[src/hdl/asp_pkg.sv]
// constants for the converter serial port pin control block
// assumes a single core clock domain; serial pins are asynchronous
package asp_pkg;
  localparam int unsigned FILL_COUNT    = 15;
  localparam logic [7:0]  FILL_BYTE     = 8'hff;
  localparam logic [7:0]  END_BYTE      = 8'hfe;
  localparam int unsigned BYTE_BITS     = 8;
  localparam logic [1:0]  SYNC_RESET    = 2'h3;
  localparam logic [1:0]  LOGIC_RESET   = 2'h0;
  localparam int unsigned RESULT_W      = 24;
  typedef enum logic [1:0] {ASP_CMD, ASP_DATA} asp_mode_e;
endpackage : asp_pkg

[src/hdl/asp_port.sv]
// serial port pin control: chip select, serial clock, serial data,
// logic output pins and result coding; pins are sampled by core_clk_i
`timescale 1ns/1ps
module asp_port
  import asp_pkg::*;
#(
  parameter int unsigned FILL_N = FILL_COUNT,
  parameter int unsigned RES_W  = RESULT_W
) (
// What this block does
// - serial clock ignored while select high
// - serial output floats while deselected
// - bits move only on serial clock
// - logic pins from setup or config bits
// - zero drives negative rail, one positive
// - guard drive replaces first logic pin
// - select bit one means unipolar coding
// - bipolar mid-scale flips ones to zeros
// - fifteen fill then end byte resync
  input  wire logic             core_clk_i,
  input  wire logic             reset_i,
  input  wire logic             cs_n_i,
  input  wire logic             sclk_i,
  input  wire logic             serial_in_i,
  input  wire logic [1:0]       setup_logic_out_bits_i,
  input  wire logic [1:0]       cfg_logic_out_bits_i,
  input  wire logic             logic_out_source_sel_i,
  input  wire logic             guard_drive_enable_i,
  input  wire logic             unipolar_sel_i,
  input  wire logic [RES_W-1:0] raw_result_i,
  input  wire logic             tx_load_i,
  input  wire logic [7:0]       tx_byte_i,
  output logic                  serial_out_o,
  output logic                  serial_out_oe_o,
  output logic [1:0]            logic_out_pins_o,
  output logic                  guard_drive_o,
  output logic [RES_W-1:0]      coded_result_o,
  output logic [7:0]            rx_byte_o,
  output logic                  rx_valid_o,
  output logic                  port_resync_o,
  output logic                  cmd_mode_o
);
  logic [2:0]      pins_s;
  logic            cs_n_s, sclk_s, sdi_s;
  logic            sclk_d_r;
  logic            rise, fall;
  logic [2:0]      bit_cnt_r;
  logic [7:0]      shift_r;
  logic [7:0]      tx_r;
  logic [4:0]      fill_cnt_r;
  logic [7:0]      byte_nxt;
  asp_mode_e       mode_r;

  asp_sync #(.W(3)) u_sync (
    .clk_i   (core_clk_i),
    .reset_i (reset_i),
    .async_i ({cs_n_i, sclk_i, serial_in_i}),
    .sync_o  (pins_s)
  );
  assign cs_n_s = pins_s[2];
  assign sclk_s = pins_s[1];
  assign sdi_s  = pins_s[0];

  always_ff @(posedge core_clk_i) begin
    if (reset_i) sclk_d_r <= 1'b0;
    else         sclk_d_r <= sclk_s;
  end
  assign rise = sclk_s & ~sclk_d_r & ~cs_n_s;
  assign fall = ~sclk_s & sclk_d_r & ~cs_n_s;
  assign byte_nxt = {shift_r[6:0], sdi_s};

  always_ff @(posedge core_clk_i) begin
    if (reset_i || cs_n_s) begin
      bit_cnt_r  <= 3'h0;
      shift_r    <= 8'h00;
      rx_valid_o <= 1'b0;
      rx_byte_o  <= 8'h00;
    end else begin
      rx_valid_o <= 1'b0;
      if (rise) begin
        shift_r   <= byte_nxt;
        bit_cnt_r <= bit_cnt_r + 3'h1;
        if (bit_cnt_r == 3'(BYTE_BITS - 1)) begin
          rx_byte_o  <= byte_nxt;
          rx_valid_o <= 1'b1;
        end
      end
    end
  end

  always_ff @(posedge core_clk_i) begin
    if (reset_i) begin
      fill_cnt_r    <= 5'h00;
      port_resync_o <= 1'b0;
      mode_r        <= ASP_CMD;
    end else begin
      port_resync_o <= 1'b0;
      if (tx_load_i) mode_r <= ASP_DATA;
      if (rx_valid_o) begin
        if (rx_byte_o == FILL_BYTE) begin
          if (fill_cnt_r < 5'(FILL_N)) fill_cnt_r <= fill_cnt_r + 5'h01;
        end else begin
          fill_cnt_r <= 5'h00;
          if (rx_byte_o == END_BYTE && fill_cnt_r >= 5'(FILL_N)) begin
            port_resync_o <= 1'b1;
            mode_r        <= ASP_CMD;
          end
        end
      end
    end
  end
  always_ff @(posedge core_clk_i) begin
    if (reset_i) cmd_mode_o <= 1'b1;
    else         cmd_mode_o <= (mode_r == ASP_CMD);
  end

  always_ff @(posedge core_clk_i) begin
    if (reset_i) begin
      tx_r         <= 8'h00;
      serial_out_o <= 1'b0;
    end else if (tx_load_i) begin
      tx_r         <= tx_byte_i;
      serial_out_o <= tx_byte_i[7];
    end else if (fall) begin
      tx_r         <= {tx_r[6:0], 1'b0};
      serial_out_o <= tx_r[6];
    end
  end
  always_ff @(posedge core_clk_i) begin
    if (reset_i) serial_out_oe_o <= 1'b0;
    else         serial_out_oe_o <= ~cs_n_s;
  end

  // zero low rail, one high rail
  always_ff @(posedge core_clk_i) begin
    if (reset_i) begin
      logic_out_pins_o <= LOGIC_RESET;
      guard_drive_o    <= 1'b0;
    end else begin
      logic_out_pins_o <= logic_out_source_sel_i ? cfg_logic_out_bits_i
                                                 : setup_logic_out_bits_i;
      guard_drive_o    <= guard_drive_enable_i;
      if (guard_drive_enable_i) logic_out_pins_o[0] <= 1'b0;
    end
  end

  always_ff @(posedge core_clk_i) begin
    if (reset_i) coded_result_o <= '0;
    else if (unipolar_sel_i) coded_result_o <= raw_result_i;
    else coded_result_o <= {~raw_result_i[RES_W-1], raw_result_i[RES_W-2:0]};
  end

  property p_float;
    @(posedge core_clk_i) disable iff (reset_i)
      cs_n_s |=> !serial_out_oe_o;
  endproperty
  a_float: assert property (p_float) else $error("sdo driven idle");
  property p_ignore;
    @(posedge core_clk_i) disable iff (reset_i)
      cs_n_s |=> (bit_cnt_r == 3'h0) && !rx_valid_o;
  endproperty
  a_ignore: assert property (p_ignore) else $error("clock seen idle");
  property p_src;
    @(posedge core_clk_i) disable iff (reset_i)
      !guard_drive_enable_i |=> logic_out_pins_o == (
        $past(logic_out_source_sel_i) ? $past(cfg_logic_out_bits_i)
                                      : $past(setup_logic_out_bits_i));
  endproperty
  a_src: assert property (p_src) else $error("logic pins wrong");
  property p_guard;
    @(posedge core_clk_i) disable iff (reset_i)
      guard_drive_enable_i |=> guard_drive_o && !logic_out_pins_o[0];
  endproperty
  a_guard: assert property (p_guard) else $error("guard not driven");
  property p_uni;
    @(posedge core_clk_i) disable iff (reset_i)
      unipolar_sel_i |=> coded_result_o == $past(raw_result_i);
  endproperty
  a_uni: assert property (p_uni) else $error("unipolar coding wrong");
  property p_bip;
    @(posedge core_clk_i) disable iff (reset_i)
      !unipolar_sel_i |=>
        coded_result_o[RES_W-1] != $past(raw_result_i[RES_W-1]);
  endproperty
  a_bip: assert property (p_bip) else $error("bipolar coding wrong");
  property p_resync;
    @(posedge core_clk_i) disable iff (reset_i)
      port_resync_o |=> cmd_mode_o;
  endproperty
  a_resync: assert property (p_resync) else $error("no command mode");
  property p_rx;
    @(posedge core_clk_i) disable iff (reset_i)
      rx_valid_o |-> $past(rise);
  endproperty
  a_rx: assert property (p_rx) else $error("byte without edge");
  property p_shift;
    @(posedge core_clk_i) disable iff (reset_i)
      (fall && !tx_load_i) |=> serial_out_o == $past(tx_r[6]);
  endproperty
  a_shift: assert property (p_shift) else $error("sdo not shifted");
  property p_drive;
    @(posedge core_clk_i) disable iff (reset_i)
      !cs_n_s |=> serial_out_oe_o;
  endproperty
  a_drive: assert property (p_drive) else $error("sdo not driven");
  property p_fill;
    @(posedge core_clk_i) disable iff (reset_i)
      port_resync_o |-> $past(rx_valid_o && (rx_byte_o == END_BYTE)
                              && (fill_cnt_r >= 5'(FILL_N)));
  endproperty
  a_fill: assert property (p_fill) else $error("resync early");
  c_byte:   cover property (@(posedge core_clk_i) rx_valid_o);
  c_shift:  cover property (@(posedge core_clk_i) fall);
  c_bip:    cover property (@(posedge core_clk_i) !unipolar_sel_i);
  c_resync: cover property (@(posedge core_clk_i) port_resync_o);
  c_guard:  cover property (@(posedge core_clk_i) guard_drive_o);
endmodule : asp_port

[src/hdl/asp_sync.sv]
// two flip-flop synchroniser, one per bit
// assumes inputs are asynchronous to clk_i
`timescale 1ns/1ps
module asp_sync #(
  parameter int unsigned W = 3
) (
  input  wire logic         clk_i,
  input  wire logic         reset_i,
  input  wire logic [W-1:0] async_i,
  output logic      [W-1:0] sync_o
);
  logic [W-1:0] meta_r;
  genvar g;
  generate
    for (g = 0; g < W; g++) begin : g_bit
      always_ff @(posedge clk_i) begin
        if (reset_i) begin
          meta_r[g] <= 1'b1;
          sync_o[g] <= 1'b1;
        end else begin
          meta_r[g] <= async_i[g];
          sync_o[g] <= meta_r[g];
        end
      end
    end
  endgenerate
endmodule : asp_sync

[config.mk]
export PLATFORM = sky130hd
export DESIGN_NAME = asp_port
export DESIGN_NICKNAME = d
export VERILOG_FILES = /design/src/hdl/asp_pkg.sv /design/src/hdl/asp_port.sv /design/src/hdl/asp_sync.sv
export SDC_FILE = /design/constraint.sdc
export NUM_CORES = 1
export LEC_CHECK = 0
export ABC_AREA = 1
export BUFFER_PORTS_ARGS = -buffer_cell sky130_fd_sc_hd__buf_2
export CORE_ASPECT_RATIO = 0.75
export CORE_UTILIZATION = 31
export CTS_BUF_LIST = sky130_fd_sc_hd__clkbuf_4 sky130_fd_sc_hd__clkbuf_8
export DETAILED_ROUTE_END_ITERATION = 8
export PLACE_DENSITY = 0.51
export SYNTH_ARGS = -nofsm -noshare
export SYNTH_HDL_FRONTEND = slang
export SYNTH_SLANG_ARGS = --single-unit
[constraint.sdc]
create_clock -name core_clk_i -period 3.2 [get_ports core_clk_i]
set_input_delay 0.32 -clock core_clk_i [delete_from_list [all_inputs] [get_ports core_clk_i]]
set_output_delay 0.32 -clock core_clk_i [all_outputs]
set_load 0.005 [all_outputs]
==> impl_metrics.sql <==
INSERT INTO impl_metrics (metric_group, metric, value, unit) VALUES
('setup_path', 'critical_path.startpoint_type', 'flip-flop', ''),
('finish', 'final.fill_count', '777', ''),
('route', 'drt-wirelength-per-cell', '10.3', 'µm'),
('cts', 'cts_hold_buffers', '0', ''),
('setup_path', 'critical_path.max_fanout', '11', ''),
('route', 'routed-wl-met2', '2.10', 'mm'),
('finish', 'multi_input_area', '817', 'µm²'),
('setup_path', 'worstReg2RegEnd', 'rx_byte_o[6]', ''),
('cts', 'clock_sink_count', '71', ''),
('setup_path', 'setup.worst_path.start', 'bit_cnt_r[0]', ''),
('global_route', 'wire_length_of_the_first_global_routing_pass', '8.43', 'mm'),
('timing', 'tightest_slew', '489', 'ps'),
('timing', 'slew_headroom', '0.674', ''),
('global_route', 'antenna_found_initial', '0', ''),
('synth', 'netlist_top_cells_area', 'sky130_fd_sc_hd__dfxtp_1 57%, sky130_fd_sc_hd__inv_1 7.5%, sky130_fd_sc_hd__nor2_1 7.1%', ''),
('global_route', 'grt_util_all_layers', '0.129', ''),
('timing', 'post-route-min-period', '1500', 'ps'),
('route', 'wirelength', '5.06', 'mm'),
('cts', 'cts-buffers-inserted', '9', ''),
('setup_path', 'arrival', '1760', 'ps'),
('cts', 'clock_pin_slew_worst_setup_and_hold_paths', '70', 'ps'),
('floorplan', 'design.portCount', '85', ''),
('global_route', 'grt_start_max_net_pins', '25', ''),
('synth', 'synth_cells', '299', ''),
('setup_path', 'critical_path_most_common_cell', 'sky130_fd_sc_hd__ha_1', ''),
('global_route', 'grt_pass1_vias', '1858', ''),
('cts', 'cts_max_path_buffers', '2', ''),
('synth', 'synth_top_area_frac', '0.568', ''),
('pwr', 'p_per_area', '545', 'nW/µm²'),
('cts', 'post-cts-setup-buffers', '0', ''),
('route', 'topRoutingLayerUsed', 'met4', ''),
('timing', 'report.final.slew_viol_count', '0', ''),
('cts', 'worst_skew_pair.late_latency', '330', 'ps'),
('min_path', 'hold_path_class', 'in2reg', ''),
('placed_design', 'globalplace.congestion', '0.725', ''),
('placed_design', 'io_buffers', '84', ''),
('synth', 'post_synth_instance_area', '2500', 'µm²'),
('cts', 'tritoncts', 'yes', ''),
('setup_path', 'path_cells', 'ha_1, ha_1, inv_1, nor2_2, nand2_1, o21ai_1', ''),
('route', 'num_vias', '2006', ''),
('finish', 'drive_gt1_frac', '0.307', ''),
('setup_path', 'worstPathRequired', '3460', 'ps'),
('setup_path', 'critPathCaptureType', 'flip-flop', ''),
('setup_path', 'r2r_cells', '6', ''),
('setup_path', 'cp_slowest_stage_delay', '390', 'ps'),
('synth', 'ys_warn_count', '0', ''),
('synth', 'synth_largest_area_cell', 'sky130_fd_sc_hd__dfxtp_1', ''),
('status', 'status', 'finished clean', ''),
('pwr', 'power.static_leakage', '1.56', 'nW'),
('setup_path', 'timing.setup.critical_path_class', 'reg2reg', ''),
('setup_path', 'endpoint', 'rx_byte_o[6]', ''),
('finish', 'layout.core_utilization', '0.424', ''),
('timing', 'clock.fmax', '667', 'MHz'),
('timing', 'min_period_over_period', '0.469', ''),
('finish', 'seqCellArea', '1420', 'µm²'),
('route', 'avgViaCountPerCell', '4.08', ''),
('synth', 'synth.yosys.seq_area_share', '0.568', ''),
('floorplan', 'dieArea', '8440', 'µm²'),
('timing', 'fin_setup_tns', '0', 'ps'),
('finish', 'finalNetCount', '435', ''),
('route', 'drt_drc_violations_left', '0', ''),
('floorplan', 'placement_rows', '27', ''),
('floorplan', 'initial_util', '0.331', ''),
('finish', 'flow.area_growth_from_synthesis', '28.4', '%'),
('timing', 'timing.clock.skew', '7.82', 'ps'),
('global_route', 'overflow', '0', ''),
('route', 'detailedRoute.firstPassIterationCount', '4', ''),
('timing', 'unrepaired_setup_endpoints_after_global_routing', 'no', ''),
('synth', 'syn-num-nets', '348', ''),
('route', 'route.met3.wl', '339', 'µm'),
('route', 'drt-initial-drc-count', '43', '');
[final cells by class]
cell class | count | share of cell area
timing repair buffer | 85 | 0.133
inverter | 56 | 0.0655
clock buffer | 11 | 0.0472
clock inverter | 5 | 0.0175
multi-input combinational | 163 | 0.254
tap | 101 | 0.0394
sequential | 71 | 0.443
[power by group]
group	switching, mW	internal (mW)
clock	0.319	0.401
sequential	0.00922	0.914
combinational	0.0560	0.0507
total	0.384	1.37
[through the flow]
step / area, µm² / total power [mW] / worst slack (ps) / hold slack, ps / std cells
2_1_floorplan: 2500 / 0.996 / 1990 / 389 / 299
3_3_place_gp: 3000 / 1.05 / 1660 / 394 / 476
3_5_place_dp: 3000 / 1.05 / 1610 / 398 / 476
4_1_cts: 3210 / 1.78 / 1670 / 147 / 492
5_1_grt: 3210 / 1.85 / 1530 / 134 / 492
6_report: 3210 / 1.75 / 1700 / 170 / 492
[cell usage after synthesis]
| library cell | instances |
|---|---|
| sky130_fd_sc_hd__a211oi_2 | 2 |
| sky130_fd_sc_hd__nand3_2 | 1 |
| sky130_fd_sc_hd__nor4_1 | 1 |
| sky130_fd_sc_hd__o21ai_1 | 10 |
| sky130_fd_sc_hd__clkbuf_1 | 3 |
| sky130_fd_sc_hd__xor2_1 | 1 |
| sky130_fd_sc_hd__nor2_4 | 1 |
| sky130_fd_sc_hd__buf_6 | 1 |
| sky130_fd_sc_hd__nand4_1 | 3 |
| sky130_fd_sc_hd__dfxtp_1 | 71 |
| sky130_fd_sc_hd__or2_2 | 6 |
| sky130_fd_sc_hd__buf_2 | 3 |
| sky130_fd_sc_hd__nand3_1 | 13 |
| sky130_fd_sc_hd__a21oi_4 | 1 |
| sky130_fd_sc_hd__nor2_1 | 47 |
| sky130_fd_sc_hd__ha_1 | 4 |
| sky130_fd_sc_hd__a21oi_1 | 16 |
| sky130_fd_sc_hd__o21ai_0 | 10 |
| sky130_fd_sc_hd__a31oi_1 | 6 |
| sky130_fd_sc_hd__inv_2 | 6 |
| sky130_fd_sc_hd__a22oi_1 | 1 |
| sky130_fd_sc_hd__buf_4 | 2 |
| sky130_fd_sc_hd__nor2_2 | 1 |
| sky130_fd_sc_hd__nand3_4 | 1 |
| sky130_fd_sc_hd__inv_1 | 50 |
| sky130_fd_sc_hd__nand2_1 | 38 |
[critical path: cells and delay by family, from the launching register on]
family / cells / cell delay [ps]
flip-flops: 1 / 340
AO/OA/AOI/OAI: 1 / 160
AND/OR/NAND/NOR: 2 / 580
adder cells (fa/ha/maj): 2 / 310
buffers and inverters: 1 / 50
[registers in the layout (all words and copies together), names as in the netlist]
register and flops:
u_sync.sync_o 3, rx_byte_o 8, fill_cnt_r 5, u_sync.meta_r 3, serial_out_o 1, sclk_d_r 1, mode_r 2, shift_r 7
tx_r 7, bit_cnt_r 3, serial_out_oe_o 1, cmd_mode_o 1, coded_result_o 24, logic_out_pins_o 2, guard_drive_o 1, port_resync_o 1
rx_valid_o 1
[per-layer routing]
metal | vias up | GRT usage
li1 | 1099 | -
met1 | 849 | 0.171
met2 | 56 | 0.187
met3 | 2 | 0.0678
met4 | 0 | 0.0250
met5 | - | 0
[kinds of logic (layout without fill, tap and decap cells)]
kind of cell	after synthesis	after routing	synth area share
XOR/XNOR	1	1	0.00350
flip-flops	71	71	0.568
adder cells (fa/ha/maj)	4	4	0.0200
AO/OA/AOI/OAI	46	46	0.107
buffers and inverters	65	157	0.105
AND/OR/NAND/NOR	112	112	0.197
[cell usage in the layout, fill, tap and decap left out, types with 2 or more instances in the layout]
cell / n
sky130_fd_sc_hd__inv_2: 6
sky130_fd_sc_hd__nor2_1: 47
sky130_fd_sc_hd__o21ai_1: 10
sky130_fd_sc_hd__nand4_1: 3
sky130_fd_sc_hd__nand2_1: 38
sky130_fd_sc_hd__buf_2: 84
sky130_fd_sc_hd__clkbuf_8: 11
sky130_fd_sc_hd__ha_1: 4
sky130_fd_sc_hd__a31oi_1: 6
sky130_fd_sc_hd__or2_2: 6
sky130_fd_sc_hd__a211oi_2: 2
sky130_fd_sc_hd__o21ai_0: 10
sky130_fd_sc_hd__a21oi_1: 16
sky130_fd_sc_hd__nand3_1: 13
sky130_fd_sc_hd__clkinv_2: 2
sky130_fd_sc_hd__dfxtp_1: 71
sky130_fd_sc_hd__inv_1: 50
[worst min-delay path by stage]
stage / from / to / cells after the start / slack [ps]
final: cs_n_i / u_sync.meta_r[2] / 2 / 170
after global routing: cs_n_i / u_sync.meta_r[2] / 2 / 130
after CTS: serial_in_i / u_sync.meta_r[0] / 2 / 150
after detailed placement: u_sync.meta_r[0] / u_sync.sync_o[0] / 1 / 400
after global placement: u_sync.meta_r[1] / u_sync.sync_o[1] / 1 / 390
after floorplan: u_sync.meta_r[0] / u_sync.sync_o[0] / 1 / 390
Note: power is estimated with default switching activity, not from simulation.
